<file path="src/core/ccs_pkg.sv">
// Constants, field positions and types of the chain conversion sequencer.
package ccs_pkg;

	// ----------------------------------------------------------------
	// Conversion control register layout
	// ----------------------------------------------------------------
	localparam int          CTRL_W     = 16;
	localparam logic [15:0] CTRL_RST   = 16'h0000;
	localparam int          SEL_HI     = 15;
	localparam int          SEL_LO     = 14;
	localparam int          RDBK_HI    = 13;
	localparam int          RDBK_LO    = 12;
	localparam int          AVG_HI     = 10;
	localparam int          AVG_LO     = 9;
	localparam int          ACQ_HI     = 6;
	localparam int          ACQ_LO     = 5;
	localparam int          TERM_BIT   = 3;

	// ----------------------------------------------------------------
	// Alert configuration register layout
	// ----------------------------------------------------------------
	localparam int          ALERT_W    = 8;
	localparam logic [7:0]  ALERT_RST  = 8'h00;
	localparam int          EXCL_T5    = 1;
	localparam int          EXCL_T3    = 0;

	// ----------------------------------------------------------------
	// Channel selection modes and multiplexer codes
	// ----------------------------------------------------------------
	localparam logic [1:0]  SEL_ALL    = 2'h0;
	localparam logic [1:0]  SEL_ODD    = 2'h1;
	localparam logic [1:0]  SEL_VOLT   = 2'h2;
	localparam logic [1:0]  SEL_TEST   = 2'h3;
	localparam int          CH_W       = 4;
	localparam logic [3:0]  CH_V1      = 4'h0;
	localparam logic [3:0]  CH_V6      = 4'h5;
	localparam logic [3:0]  CH_T1      = 4'h6;
	localparam logic [3:0]  CH_T3      = 4'h8;
	localparam logic [3:0]  CH_T5      = 4'ha;
	localparam logic [3:0]  CH_T6      = 4'hb;
	localparam logic [3:0]  CH_BG      = 4'hc;
	localparam logic [3:0]  CH_STEP    = 4'h1;
	localparam logic [3:0]  CH_STEP2   = 4'h2;
	localparam int          VOLT_CHANS = 6;
	localparam int          MAX_PARTS  = 50;

	// ----------------------------------------------------------------
	// Timing
	// ----------------------------------------------------------------
	localparam int          CLK_NS     = 100;
	localparam int          ACQ_STEP_NS = 400;
	localparam int          ACQ_STEP_CYC = (ACQ_STEP_NS + CLK_NS - 1) / CLK_NS;
	localparam int          HOP_NS     = 400;
	localparam int          HOP_CYC    = (HOP_NS + CLK_NS - 1) / CLK_NS;
	localparam int          ADC_W      = 12;
	localparam int          AVG_MAX_SH = 3;

	typedef enum logic [1:0] {ST_IDLE, ST_ACQ, ST_CONV} ccs_state_t;

endpackage : ccs_pkg

</file>
<file path="src/core/ccs_sequencer.sv">
// Conversion sequencer: start relay along the chain, channel stepping and averaging.
`timescale 1ns/100ps
// Contract
// - One start at the master makes every part of up to 50 convert.
// - Start comes from a low start pulse or a rising chip-select edge.
// - Each part relays its received start to the part above, except a start in local self-test.
// - Master-to-top skew is at most hop delay times part count.
// - Chain time is (acq+conv) times 6/9/12, plus hops.
// - Self-test routes the internal bandgap reference to the converter.
// - Self-test may run on one part alone or chain-wide.
// - Self-test results use the same compare path as normal results.
// - Two-bit averaging field selects 1, 2, 4 or 8 conversions.
// - Averaging resets to a single conversion per channel.
// - Averaged result lands in the channel's own result slot.
// - Every sequence except self-test converts all six voltage channels.
// - All six voltage results are offered; host drops unused ones.
// - Two-bit field selects six, odd three or no temperature inputs.
// - Separate two-bit field sets the readback result count.
// - Two alert bits exclude temperature inputs five and three.
// - A control bit enables the shared thermistor termination input.
// - Shortest acquisition time is the reset default.
// - Acquisition field gives 400, 800, 1200 or 1600 ns of tracking.
// - Select field: all, voltages plus odd temps, voltages, self-test.
// - Each result write, after the last averaged conversion, steps the mux; cell one is reselected after.
module ccs_sequencer #(
	parameter int HOP_CYCLES = ccs_pkg::HOP_CYC
) (
	input  wire  logic                        mclk,
	input  wire  logic                        rst_b,
	input  wire  logic                        conversion_start_n,
	input  wire  logic                        cs_n,
	input  wire  logic                        chain_start_in,
	input  wire  logic                        chain_master,
	input  wire  logic                        self_test_local,
	input  wire  logic                        ctrl_wr,
	input  wire  logic [ccs_pkg::CTRL_W-1:0]  ctrl_wdata,
	input  wire  logic                        alert_wr,
	input  wire  logic [ccs_pkg::ALERT_W-1:0] alert_wdata,
	input  wire  logic                        adc_done,
	input  wire  logic [ccs_pkg::ADC_W-1:0]   adc_data,
	output logic [ccs_pkg::CTRL_W-1:0]        ctrl_rdata,
	output logic [ccs_pkg::ALERT_W-1:0]       alert_rdata,
	output logic [1:0]                        readback_count,
	output logic                              thermistor_termination_en,
	output logic                              chain_start_out,
	output logic [ccs_pkg::CH_W-1:0]          mux_sel,
	output logic                              track,
	output logic                              adc_start,
	output logic                              busy,
	output logic                              res_we,
	output logic [ccs_pkg::CH_W-1:0]          res_addr,
	output logic [ccs_pkg::ADC_W-1:0]         res_data,
	output logic                              res_alert_en
);

	// ----------------------------------------------------------------
	// Pin synchronisers and start detection
	// ----------------------------------------------------------------
	logic [3:0]            sync1;
	logic [3:0]            sync2;
	logic [3:0]            sync3;
	logic [HOP_CYCLES-1:0] hop;
	logic [HOP_CYCLES-1:0] next_hop;
	logic                  start_evt;
	logic                  relay_evt;
	// Bit order: start pulse, chip select, chain input, master strap.
	always_ff @(posedge mclk or negedge rst_b)
	begin
		if (!rst_b)
		begin
			sync1 <= 4'hf;
			sync2 <= 4'hf;
			sync3 <= 4'hf;
			hop   <= '0;
		end
		else
		begin
			sync1 <= {chain_master, chain_start_in, cs_n, conversion_start_n};
			sync2 <= sync1;
			sync3 <= sync2;
			hop   <= next_hop;
		end
	end
	always_comb
	begin
		if (sync2[3])
			start_evt = (!sync2[0] && sync3[0]) || (sync2[1] && !sync3[1]);
		else
			start_evt = sync2[2] && !sync3[2];
		relay_evt = start_evt && !(self_test_local &&
			ctrl_rdata[ccs_pkg::SEL_HI:ccs_pkg::SEL_LO] == ccs_pkg::SEL_TEST);
		next_hop = {hop[HOP_CYCLES-2:0], relay_evt};
	end
	assign chain_start_out = hop[HOP_CYCLES-1];
	// ----------------------------------------------------------------
	// Control and alert configuration registers
	// ----------------------------------------------------------------
	logic [ccs_pkg::CTRL_W-1:0]  next_ctrl;
	logic [ccs_pkg::ALERT_W-1:0] next_alert;
	always_comb
	begin
		next_ctrl  = ctrl_wr ? ctrl_wdata : ctrl_rdata;
		next_alert = alert_wr ? alert_wdata : alert_rdata;
	end
	always_ff @(posedge mclk or negedge rst_b)
	begin
		if (!rst_b)
		begin
			ctrl_rdata  <= ccs_pkg::CTRL_RST;
			alert_rdata <= ccs_pkg::ALERT_RST;
		end
		else
		begin
			ctrl_rdata  <= next_ctrl;
			alert_rdata <= next_alert;
		end
	end
	assign readback_count            = ctrl_rdata[ccs_pkg::RDBK_HI:ccs_pkg::RDBK_LO];
	assign thermistor_termination_en = ctrl_rdata[ccs_pkg::TERM_BIT];

	// ----------------------------------------------------------------
	// Channel stepping
	// ----------------------------------------------------------------
	// Returns {last, next channel} for the given mode and current channel.
	function automatic logic [ccs_pkg::CH_W:0] step_chan(input logic [1:0] mode,
		input logic [ccs_pkg::CH_W-1:0] ch);
		logic last;
		logic [ccs_pkg::CH_W-1:0] nxt;
		last = 1'b0;
		nxt  = ch + ccs_pkg::CH_STEP;
		unique case (mode)
			ccs_pkg::SEL_ALL:  last = (ch == ccs_pkg::CH_T6);
			ccs_pkg::SEL_ODD:
			begin
				last = (ch == ccs_pkg::CH_T5);
				if (ch >= ccs_pkg::CH_T1)
					nxt = ch + ccs_pkg::CH_STEP2;
			end
			ccs_pkg::SEL_VOLT: last = (ch == ccs_pkg::CH_V6);
			ccs_pkg::SEL_TEST: last = 1'b1;
		endcase
		return {last, nxt};
	endfunction : step_chan

	// ----------------------------------------------------------------
	// Sequencer state machine
	// ----------------------------------------------------------------
	localparam int SUM_W = ccs_pkg::ADC_W + ccs_pkg::AVG_MAX_SH;
	ccs_pkg::ccs_state_t        state;
	ccs_pkg::ccs_state_t        next_state;
	logic [1:0]                 cur_mode;
	logic [1:0]                 next_cur_mode;
	logic [1:0]                 cur_avg;
	logic [1:0]                 next_cur_avg;
	logic [4:0]                 acq_target;
	logic [4:0]                 next_acq_target;
	logic [4:0]                 acq_cnt;
	logic [4:0]                 next_acq_cnt;
	logic [2:0]                 rep;
	logic [2:0]                 next_rep;
	logic [SUM_W-1:0]           sum;
	logic [SUM_W-1:0]           next_sum;
	logic [SUM_W-1:0]           sum_in;
	logic [ccs_pkg::CH_W:0]     stepped;
	logic [ccs_pkg::CH_W-1:0]   next_mux_sel;
	logic                       next_adc_start;
	logic                       next_res_we;
	logic [ccs_pkg::CH_W-1:0]   next_res_addr;
	logic [ccs_pkg::ADC_W-1:0]  next_res_data;
	logic                       next_res_alert_en;
	always_comb
	begin
		next_state        = state;
		next_cur_mode     = cur_mode;
		next_cur_avg      = cur_avg;
		next_acq_target   = acq_target;
		next_acq_cnt      = acq_cnt;
		next_rep          = rep;
		next_sum          = sum;
		next_mux_sel      = mux_sel;
		next_adc_start    = 1'b0;
		next_res_we       = 1'b0;
		next_res_addr     = res_addr;
		next_res_data     = res_data;
		next_res_alert_en = res_alert_en;
		sum_in            = sum + SUM_W'(adc_data);
		stepped           = step_chan(cur_mode, mux_sel);
		unique case (state)
			ccs_pkg::ST_IDLE:
			begin
				next_mux_sel = ccs_pkg::CH_V1;
				if (start_evt)
				begin
					next_state      = ccs_pkg::ST_ACQ;
					next_cur_mode   = ctrl_rdata[ccs_pkg::SEL_HI:ccs_pkg::SEL_LO];
					next_cur_avg    = ctrl_rdata[ccs_pkg::AVG_HI:ccs_pkg::AVG_LO];
					next_acq_target = 5'((32'(ctrl_rdata[ccs_pkg::ACQ_HI:ccs_pkg::ACQ_LO]) + 1)
						* ccs_pkg::ACQ_STEP_CYC);
					next_acq_cnt    = '0;
					next_rep        = '0;
					next_sum        = '0;
					if (ctrl_rdata[ccs_pkg::SEL_HI:ccs_pkg::SEL_LO] == ccs_pkg::SEL_TEST)
						next_mux_sel = ccs_pkg::CH_BG;
				end
			end
			ccs_pkg::ST_ACQ:
			begin
				next_acq_cnt = acq_cnt + 5'h01;
				if (acq_cnt == acq_target - 5'h01)
				begin
					next_adc_start = 1'b1;
					next_state     = ccs_pkg::ST_CONV;
					next_acq_cnt   = '0;
				end
			end
			ccs_pkg::ST_CONV:
			begin
				if (adc_done)
				begin
					next_state = ccs_pkg::ST_ACQ;
					next_sum   = sum_in;
					next_rep   = rep + 3'h1;
					if (rep == 3'((32'h1 << cur_avg) - 1))
					begin
						next_res_we       = 1'b1;
						next_res_addr     = mux_sel;
						next_res_data     = ccs_pkg::ADC_W'(sum_in >> cur_avg);
						next_res_alert_en = !((mux_sel == ccs_pkg::CH_T5 &&
							alert_rdata[ccs_pkg::EXCL_T5]) || (mux_sel == ccs_pkg::CH_T3 &&
							alert_rdata[ccs_pkg::EXCL_T3]));
						next_rep          = '0;
						next_sum          = '0;
						if (stepped[ccs_pkg::CH_W])
						begin
							next_state   = ccs_pkg::ST_IDLE;
							next_mux_sel = ccs_pkg::CH_V1;
						end
						else
							next_mux_sel = stepped[ccs_pkg::CH_W-1:0];
					end
				end
			end
		endcase
	end
	always_ff @(posedge mclk or negedge rst_b)
	begin
		if (!rst_b)
		begin
			state        <= ccs_pkg::ST_IDLE;
			cur_mode     <= ccs_pkg::SEL_ALL;
			cur_avg      <= '0;
			acq_target   <= 5'h01;
			acq_cnt      <= '0;
			rep          <= '0;
			sum          <= '0;
			mux_sel      <= ccs_pkg::CH_V1;
			adc_start    <= 1'b0;
			res_we       <= 1'b0;
			res_addr     <= ccs_pkg::CH_V1;
			res_data     <= '0;
			res_alert_en <= 1'b0;
		end
		else
		begin
			state        <= next_state;
			cur_mode     <= next_cur_mode;
			cur_avg      <= next_cur_avg;
			acq_target   <= next_acq_target;
			acq_cnt      <= next_acq_cnt;
			rep          <= next_rep;
			sum          <= next_sum;
			mux_sel      <= next_mux_sel;
			adc_start    <= next_adc_start;
			res_we       <= next_res_we;
			res_addr     <= next_res_addr;
			res_data     <= next_res_data;
			res_alert_en <= next_res_alert_en;
		end
	end
	assign track = (state == ccs_pkg::ST_ACQ);
	assign busy  = (state != ccs_pkg::ST_IDLE);
	// ----------------------------------------------------------------
	// Checks
	// ----------------------------------------------------------------
	logic [7:0] since_relay;
	logic [4:0] acq_len;
	logic [3:0] done_cnt;
	logic [2:0] volt_cnt;
	always_ff @(posedge mclk or negedge rst_b)
	begin
		if (!rst_b)
		begin
			since_relay <= 8'hff;
			acq_len     <= '0;
			done_cnt    <= '0;
			volt_cnt    <= '0;
		end
		else
		begin
			since_relay <= relay_evt ? 8'h00 : (since_relay == 8'hff ? since_relay : since_relay + 8'h01);
			acq_len     <= track ? acq_len + 5'h01 : 5'h00;
			done_cnt    <= res_we ? 4'(adc_done && busy) : done_cnt + 4'(adc_done && busy);
			volt_cnt    <= !busy ? 3'h0 : volt_cnt + 3'(res_we && res_addr <= ccs_pkg::CH_V6);
		end
	end
endmodule : ccs_sequencer

</file>
<file path="config.mk">
export PLATFORM = sky130hd
export DESIGN_NAME = ccs_sequencer
export DESIGN_NICKNAME = d
export VERILOG_FILES = /design/src/core/ccs_pkg.sv /design/src/core/ccs_sequencer.sv
export SDC_FILE = /design/constraint.sdc
export NUM_CORES = 1
export LEC_CHECK = 0
export BUFFER_PORTS_ARGS = -buffer_cell sky130_fd_sc_hd__buf_2
export CORE_ASPECT_RATIO = 1.25
export CORE_MARGIN = 10
export CORE_UTILIZATION = 45
export CTS_CLUSTER_SIZE = 8
export DETAILED_ROUTE_END_ITERATION = 8
export PLACE_DENSITY = 0.69
export SLEW_MARGIN = 5
export SYNTH_ARGS = -nofsm -noshare
export SYNTH_HDL_FRONTEND = slang
export SYNTH_SLANG_ARGS = --single-unit
</file>
<file path="constraint.sdc">
create_clock -name mclk -period 2.33 [get_ports mclk]
set_input_delay 0.1165 -clock mclk [delete_from_list [all_inputs] [get_ports mclk]]
set_output_delay 0.1165 -clock mclk [all_outputs]
set_load 0.02 [all_outputs]
</file>
After elaboration in Yosys (flattened, before gate mapping)
Cells that the tools add are included.

Shift operators: 2. $add $sub $neg: 8. Reductions and logical operators: 25. Magnitude comparators: 1. Multiplexer cells: 32. Equality and inequality tests: 16.

Operators by type and width (count): $mux W15 (3); $pmux W15 S2 (1); $mux W4 (7); $add A15 B12 Y15 (1); $shr A15 B2 Y12 (1); $eq A4 B4 Y1 const B (3); $reduce_and A3 Y1 (4); $mux W5 (2); $pmux W5 S2 (1); $mux W3 (3); $eq A2 B2 Y1 const B (4); $mux W1 (8); $pmux W4 S2 (1); $logic_and A1 B1 Y1 (7); $mux W2 (3); $ne A2 B2 Y1 const B (3); $pmux W2 S3 (1); $pmux W3 S2 (1); $reduce_bool A2 Y1 (3); $add A5 B1 Y5 const B (1); $eq A5 B5 Y1 (1); $logic_not A1 Y1 (5); $sub A5 B1 Y5 const B (1); $add A4 B1 Y4 const B (1); 14 further kinds (18).

Output and inout bits: 53. Bits in registers: 95. Word-level logic and storage cells: 103. Input bits: 46.

Logic depth before layout (Yosys ltp)
Gate-level depths: netlist of the first run.

Depth in word-level cells: 7. Mapped depth: 8. Depth with buffers taken out: 8.

Worst setup path after synthesis of the first run
Ideal clock, no wire load.

Path type: register -> register. Start: register sum[0]. End: register res_data[9] (netlist name). Arrival time: 2.410 ns. Cell stages (with the launch flop): 9. Setup time: 0.125 ns. Required time: 2.205 ns. Path slack: -0.205 ns. Period minus slack after synthesis: 2.535 ns. Cells stage by stage: dfrtp_1 > ha_1 > fa_1 > a211oi_2 > o211ai_2 > nand2_1 > o211ai_1 > mux4_2 > mux2_4.

Word-level cells in the longest chain between the ends: 2.

RTL lines: start, declared (line ccs_sequencer.sv:161) `logic [SUM_W-1:0] sum;`; start signal, assigned (line ccs_sequencer.sv:271) `sum <= next_sum;`; $add A15 B12 Y15 (line ccs_sequencer.sv:186) `sum_in = sum + SUM_W'(adc_data);`; $shr A15 B2 Y12 (line ccs_sequencer.sv:227) `next_res_data = ccs_pkg::ADC_W'(sum_in >> cur_avg);`; end signal, assigned (line ccs_sequencer.sv:276) `res_data <= next_res_data;`; end, declared (line ccs_sequencer.sv:52) `output logic [ccs_pkg::ADC_W-1:0] res_data,`.

Every way passes these cells. A chain may end at the register's enable or synchronous reset.

Final worst setup path of the first run
Ends and elaborated chain as after synthesis.

==> results.sh, run 1 <==
export IMPL_status="complete, but fails checks"
export IMPL_violations="negative setup slack"
export IMPL_use_met3=0.0286
export IMPL_min_period_ns=2.46
export IMPL_synth_top_family_by_area="compound AO/OA/AOI/OAI gates"
export IMPL_p_per_area_mw_per_mm2=795
export IMPL_root_buffer="clkbuf_16"
export IMPL_cts_sinks=95
export IMPL_yosysTopAreaCell="dfrtp_1"
export IMPL_seq_area_mm2=0.00239
export IMPL_die_h_um=139
export IMPL_clkLatencyLatePin_ns=0.34
export IMPL_gr_usage_met1=0.193
export IMPL_yosysTopAreaCellShare=0.408
export IMPL_multi_input_area_mm2=0.00267
export IMPL_die_area_mm2=0.0160
export IMPL_syn_num_nets=529
export IMPL_hold_viol=0
export IMPL_cts_tree="built"
export IMPL_synth_most_common_cell="dfrtp_1"
export IMPL_syn_area_mm2=0.00509
export IMPL_grt_start_max_net_pins=57
export IMPL_critPathLaunchType="flip-flop"
export IMPL_cp_arrival_ns=2.69
export IMPL_synth_async_reset_ratio=1.00
export IMPL_p_switching_mw=1.76
export IMPL_firstDrtPassIters=4
export IMPL_end_kind="flip-flop"
export IMPL_synth_distinct_cells=75
export IMPL_start_util=0.459
export IMPL_min_path_cells=2
export IMPL_cts_htree_levels=3
export IMPL_post_route_util=0.592
export IMPL_ant_nets=0
export IMPL_hpwl_um=9130
export IMPL_holdWs_ns=0.00714
export IMPL_ff2ff_path_depth=8
export IMPL_post_route_period_util=1.06
export IMPL_drt_iter0_drc=238
export IMPL_vdd_ir_drop_max_mv=0.422
export IMPL_use_met2=0.267
export IMPL_cp_required_ns=2.56
export IMPL_grt_busiest_layer="met2"
export IMPL_clkPwrFrac=0.288
export IMPL_coreArea_mm2=0.0111
export IMPL_synth_area_top_cells="dfrtp_1 (41%), mux2_2 (6.9%), dfstp_2 (6.2%)"
export IMPL_pin_count=99
export IMPL_ys_seq_area_frac=0.470
export IMPL_postSynthCellCount=462
export IMPL_synth_fa_ha_area_frac=0.0531
export IMPL_cts_buffers=9
export IMPL_tightest_slew_ns=0.546
export IMPL_finalSetupViolCount=5
export IMPL_num_vias=4077
export IMPL_port_buffers=98
export IMPL_antenna_found_initial=0
export IMPL_fin_nets=670
export IMPL_grt_total_usage=0.159
export IMPL_synthMuxAreaShare=0.113
export IMPL_relSlewSlack=0.636
export IMPL_p_comb_frac=0.301
export IMPL_drc=0
export IMPL_layout_drive_gt1_share=0.393
export IMPL_synth_xor_area_share=0.0344
export IMPL_cp_max_fo=3
export IMPL_grt_pass1_wl_um=21000
export IMPL_areaGrowthSynthToFinish_pct=29.0
export IMPL_synth_edf_count=0
export IMPL_rows=43
export IMPL_synth_seq_cells=95
export IMPL_fin_ws_ns=-0.133
export IMPL_cap_violations=0
export IMPL_max_freq_mhz=406
export IMPL_via_per_inst=5.49
export IMPL_leakagePower_nw=3.04
export IMPL_grt_pass1_vias=4276
export IMPL_seqPwrFrac=0.411
export IMPL_drv_slew=0
export IMPL_hold_path_class="primary input to flip-flop"
export IMPL_path_clk_slew_ns=0.07
export IMPL_rsz0062_at_grt="true"
export IMPL_postPlaceCellArea_mm2=0.00586
export IMPL_globalRoute_totalOverflow=0
export IMPL_path_class="flip-flop to flip-flop"
export IMPL_fillers=920
export IMPL_synth_area_per_cell_um2=11.0
export IMPL_die_w_um=115
export IMPL_clock_path_buffers=2
export IMPL_switching_share=0.337
export IMPL_drt_wl_total_um=12600
export IMPL_synth_commonest_cells="dfrtp_1 (83), nand2_1 (41), o21ai_0 (32)"
export IMPL_p_int_mw=3.46
export IMPL_final_area_mm2=0.00656
export IMPL_yosys_area_share_simple=0.131
export IMPL_skew_ns=0.00906
export IMPL_synth_compound_area_share=0.163
export IMPL_synth_flop_cell="dfrtp_1"
export IMPL_antenna_cells=0
export IMPL_finalWeightedCongestion=0.861
export IMPL_wl_per_cell_um=17.0
export IMPL_yosysWarnings=0
-- stage by stage --
stage	worst slack, ns	power (mW)	setup TNS [ns]	instances
final	-0.133	5.21	-0.352	743
after global routing	-0.223	5.50	-1.26	743
after CTS	-0.164	5.22	-0.531	741
after detailed placement	-0.163	3.67	-1.07	699
after global placement	-0.0920	3.62	-0.298	699
after floorplan	-0.0800	3.18	-0.158	462
-- cells by family after synthesis --
| logic type | after synthesis |
|---|---|
| AND/OR/NAND/NOR | 129 |
| XOR/XNOR | 20 |
| flip-flops | 95 |
| buffers and inverters | 36 |
| adder cells (fa/ha/maj) | 21 |
| multiplexers | 44 |
| AO/OA/AOI/OAI | 117 |
-- power groups by stage --
stage               logic (mW)  clock network, mW  registers, mW
detailed placement        1.51                  0           2.16
finish                    1.57               1.50           2.14
global route              1.73               1.59           2.18
floorplan                0.973                  0           2.20
CTS                       1.56               1.52           2.14
global placement          1.47                  0           2.15
-- critical path, cell delays in order (launching register included) --
cell and delay, ns:
dfrtp_1 0.41, ha_4 0.18, fa_2 0.34, a211oi_2 0.27
o211ai_2 0.14, nand2_2 0.13, o211ai_1 0.13, mux4_2 0.49
mux2_4 0.26
-- timing repair --
action | in CTS | in global routing
hold buffers | 22 | 0
hold endpoints to repair | 81 | 0
setup endpoints to repair | 11 | 15
setup buffers | 5 | 3
resized for setup | 11 | 15
pin swaps | 14 | 9
-- state kept, by name, summed over array words and instances, names as in the netlist --
name / count
sum: 15
adc_start: 1
res_addr: 4
alert_rdata: 8
cur_avg: 2
ctrl_rdata: 16
sync2: 4
cur_mode: 2
sync1: 4
acq_cnt: 5
sync3: 3
acq_target: 4
res_we: 1
rep: 3
mux_sel: 4
state: 2
hop: 4
res_alert_en: 1
res_data: 12
-- placed cells by master (no fill, tap or decap), types with 4 or more instances in the layout --
master and n:
and3_1 5, dfrtp_1 82, nor2_1 25, nand3_1 9, inv_1 11, nor3_1 6, dlygate4sd3_1 22, clkbuf_16 9
buf_2 97, mux2i_1 4, a22o_1 7, nor2b_1 7, mux4_2 7, mux2_2 29, o211ai_1 8, nand2b_1 5
xnor2_1 11, xor2_1 6, dfstp_2 12, and2_1 5, mux2_4 4, o21ai_0 29, nand4_1 4, ha_4 5
a21oi_1 14, ha_1 14, o21ai_1 8, o21ai_2 4, nand2_1 40, buf_4 32
-- metal layers --
metal,part of all wire,up-vias,routed length [um]
met1,0.41,1986,5170
li1,-,1967,-
met5,0,-,0
met4,0.018,0,224
met3,0.051,16,648
met2,0.52,108,6600
-- final cells by class --
type                       instances  share of cell area
timing repair buffer             153               0.149
sequential                        95               0.365
tap                              135              0.0257
clock inverter                     6              0.0105
clock buffer                      10              0.0349
inverter                          13             0.00820
multi-input combinational        331               0.407
-- final timing paths --
kind / from / end / slack (ns)
min in group asynchronous: rst_b / res_addr[1] / 0.19
worst max-delay path: sum[0] / res_data[9] / -0.13
max in group asynchronous: rst_b / acq_target[0] / 1.51
worst max register to register: sum[0] / res_data[9] / -0.13
worst min register to register: hop[2] / hop[3] / 0.35
worst min-delay path: ctrl_wdata[13] / ctrl_rdata[13] / 0.007
Note: power is estimated with default switching activity, not from simulation.
==> inputs of run 2 (changes only) <==
--- a/config.mk
+++ b/config.mk
@@ -8,10 +8,10 @@
 export BUFFER_PORTS_ARGS = -buffer_cell sky130_fd_sc_hd__buf_2
 export CORE_ASPECT_RATIO = 1.25
 export CORE_MARGIN = 10
-export CORE_UTILIZATION = 45
+export CORE_UTILIZATION = 50
 export CTS_CLUSTER_SIZE = 8
 export DETAILED_ROUTE_END_ITERATION = 8
-export PLACE_DENSITY = 0.69
+export PLACE_DENSITY = 0.75
 export SLEW_MARGIN = 5
 export SYNTH_ARGS = -nofsm -noshare
 export SYNTH_HDL_FRONTEND = slang
==> constraint.sdc (replaced) <==
create_clock -name mclk -period 2.33 [get_ports mclk]
set_input_delay 0.466 -clock mclk [delete_from_list [all_inputs] [get_ports mclk]]
set_output_delay 0.466 -clock mclk [all_outputs]
set_load 0.02 [all_outputs]
==> results.sh, run 2 (synthesis gave the netlist of run 1 again) <==
export IMPL_drc=0
export IMPL_leakagePower_nw=3.05
export IMPL_areaGrowthSynthToFinish_pct=26.5
export IMPL_root_buffer="clkbuf_16"
export IMPL_max_freq_mhz=396
export IMPL_finalSetupViolCount=11
export IMPL_postPlaceCellArea_mm2=0.00597
export IMPL_r2r_end="res_data[9]"
export IMPL_vdd_ir_drop_max_mv=0.484
export IMPL_top_regs="ctrl_rdata x16, sum x15, res_data x12"
export IMPL_regToRegStartpoint="sum[0]"
export IMPL_cp_max_fo=5
export IMPL_tightest_slew_ns=0.653
export IMPL_cp_required_ns=2.56
export IMPL_fillers=783
export IMPL_antenna_cells=0
export IMPL_cts_buffers=9
export IMPL_status="complete, but fails checks"
export IMPL_relSlewSlack=0.565
export IMPL_cp_startpoint="sum[0]"
export IMPL_clock_path_buffers=2
export IMPL_wl_per_cell_um=17.3
export IMPL_final_common_cell="buf_2"
export IMPL_drt_wl_total_um=12700
export IMPL_cts_sinks=95
export IMPL_min_period_ns=2.52
export IMPL_drv_slew=0
export IMPL_clkLatencyLatePin_ns=0.34
export IMPL_layout_common_cells="buf_2 (97), dfrtp_1 (83), buf_4 (52)"
export IMPL_final_area_mm2=0.00643
export IMPL_die_w_um=110
export IMPL_cp_arrival_ns=2.75
export IMPL_p_per_area_mw_per_mm2=796
export IMPL_hold_path_class="primary input to asynchronous set/reset pin"
export IMPL_end_kind="flip-flop"
export IMPL_hold_viol=0
export IMPL_drt_iter0_drc=267
export IMPL_path_class="flip-flop to flip-flop"
export IMPL_p_int_mw=3.34
export IMPL_layout_drive_gt1_share=0.427
export IMPL_violations="negative setup slack"
export IMPL_pin_count=99
export IMPL_clkPwrFrac=0.270
export IMPL_rsz0062_at_grt="true"
export IMPL_num_vias=4159
export IMPL_skew_ns=0.00677
export IMPL_switching_share=0.347
export IMPL_firstDrtPassIters=5
export IMPL_grt_pass1_vias=4233
export IMPL_fin_ws_ns=-0.193
export IMPL_die_area_mm2=0.0146
export IMPL_hpwl_um=9470
export IMPL_coreArea_mm2=0.0100
export IMPL_top_register="ctrl_rdata"
export IMPL_multi_input_area_mm2=0.00264
export IMPL_cap_violations=0
export IMPL_seqPwrFrac=0.418
export IMPL_fin_nets=669
export IMPL_regToRegSetupSlack_ns=-0.19
export IMPL_grt_pass1_wl_um=20800
export IMPL_holdWs_ns=0.142
export IMPL_finalSetupTns_ns=-1.18
export IMPL_largest_register_ffs=16
export IMPL_rows=41
export IMPL_port_buffers=98
export IMPL_power_total_mw=5.12
export IMPL_finalWeightedCongestion=0.886
export IMPL_path_clk_slew_ns=0.07
export IMPL_cts_tree="built"
export IMPL_grt_total_usage=0.177
export IMPL_die_h_um=133
export IMPL_via_per_inst=5.65
export IMPL_start_util=0.509
export IMPL_ff2ff_path_depth=8
export IMPL_globalRoute_totalOverflow=0
export IMPL_hold_buffers=0
export IMPL_cts_htree_levels=3
export IMPL_ant_nets=0
export IMPL_p_comb_frac=0.312
export IMPL_p_switching_mw=1.78
export IMPL_grt_start_max_net_pins=53
export IMPL_post_route_period_util=1.08
export IMPL_seq_area_mm2=0.00239
export IMPL_crit_end="res_data[9]"
export IMPL_critPathLaunchType="flip-flop"
export IMPL_antenna_found_initial=0
run 2: cell types whose count changed in the layout (fill, tap and decap cells not counted), moves of 2 or more:
cell,before,now
o31ai_2,1,3
ha_1,14,19
buf_6,1,3
inv_6,3,1
a211oi_2,2,4
dlygate4sd3_1,22,0
ha_4,5,1
a211oi_1,3,1
buf_4,32,52
run 2: how the worst min path moves through the flow:
stage	startpoint	to	slack [ns]	cells after the start
final	rst_b	hop[1]	0.14	1
after detailed placement	hop[1]	hop[2]	0.34	0
after CTS	rst_b	hop[2]	0.17	1
after global placement	hop[2]	hop[3]	0.33	0
after global routing	rst_b	hop[2]	0.19	1
after floorplan	rst_b	acq_cnt[0]	0.17	0
run 2: layer usage:
metal | wire length, um | track usage
met1 | 4870 | 0.203
met2 | 6730 | 0.304
met3 | 896 | 0.0530
met4 | 216 | 0.0529
met5 | 0 | 0
run 2: layout make-up:
cell class,instances,area share
clock buffer,10,0.0356
clock inverter,6,0.00720
inverter,13,0.00836
multi-input combinational,331,0.411
sequential,95,0.372
tap,129,0.0251
timing repair buffer,152,0.141
run 2: repair_timing:
item / in CTS / in global routing
endpoints found under the hold margin: 0 / 0
setup endpoints to repair: 10 / 16
setup buffers: 2 / 7
pin swaps: 5 / 12
resized for setup: 6 / 20
run 2: power groups by stage:
| stage | clock network (mW) | registers, mW | logic (mW) |
|---|---|---|---|
| 5_1_grt | 1.48 | 2.18 | 1.76 |
| 2_1_floorplan | 0 | 2.20 | 0.973 |
| 3_3_place_gp | 0 | 2.15 | 1.48 |
| 6_report | 1.38 | 2.14 | 1.60 |
| 4_1_cts | 1.41 | 2.14 | 1.56 |
| 3_5_place_dp | 0 | 2.16 | 1.54 |
run 2: stage by stage:
stage / std cells / utilization / setup slack (ns)
after global routing: 736 / 0.643 / -0.286
after floorplan: 462 / - / -0.139
after CTS: 729 / 0.630 / -0.176
after global placement: 711 / 0.597 / -0.281
after detailed placement: 711 / 0.597 / -0.344
final: 736 / 0.643 / -0.193
run 2: worst max-delay path, cell delays in order, from the launching register on:
cell and delay, ns:
dfrtp_1 0.42, ha_4 0.18, fa_2 0.37, a211oi_4 0.31, o211ai_2 0.15, nand4_1 0.12
nand3_2 0.12, mux4_2 0.49, mux2_4 0.26
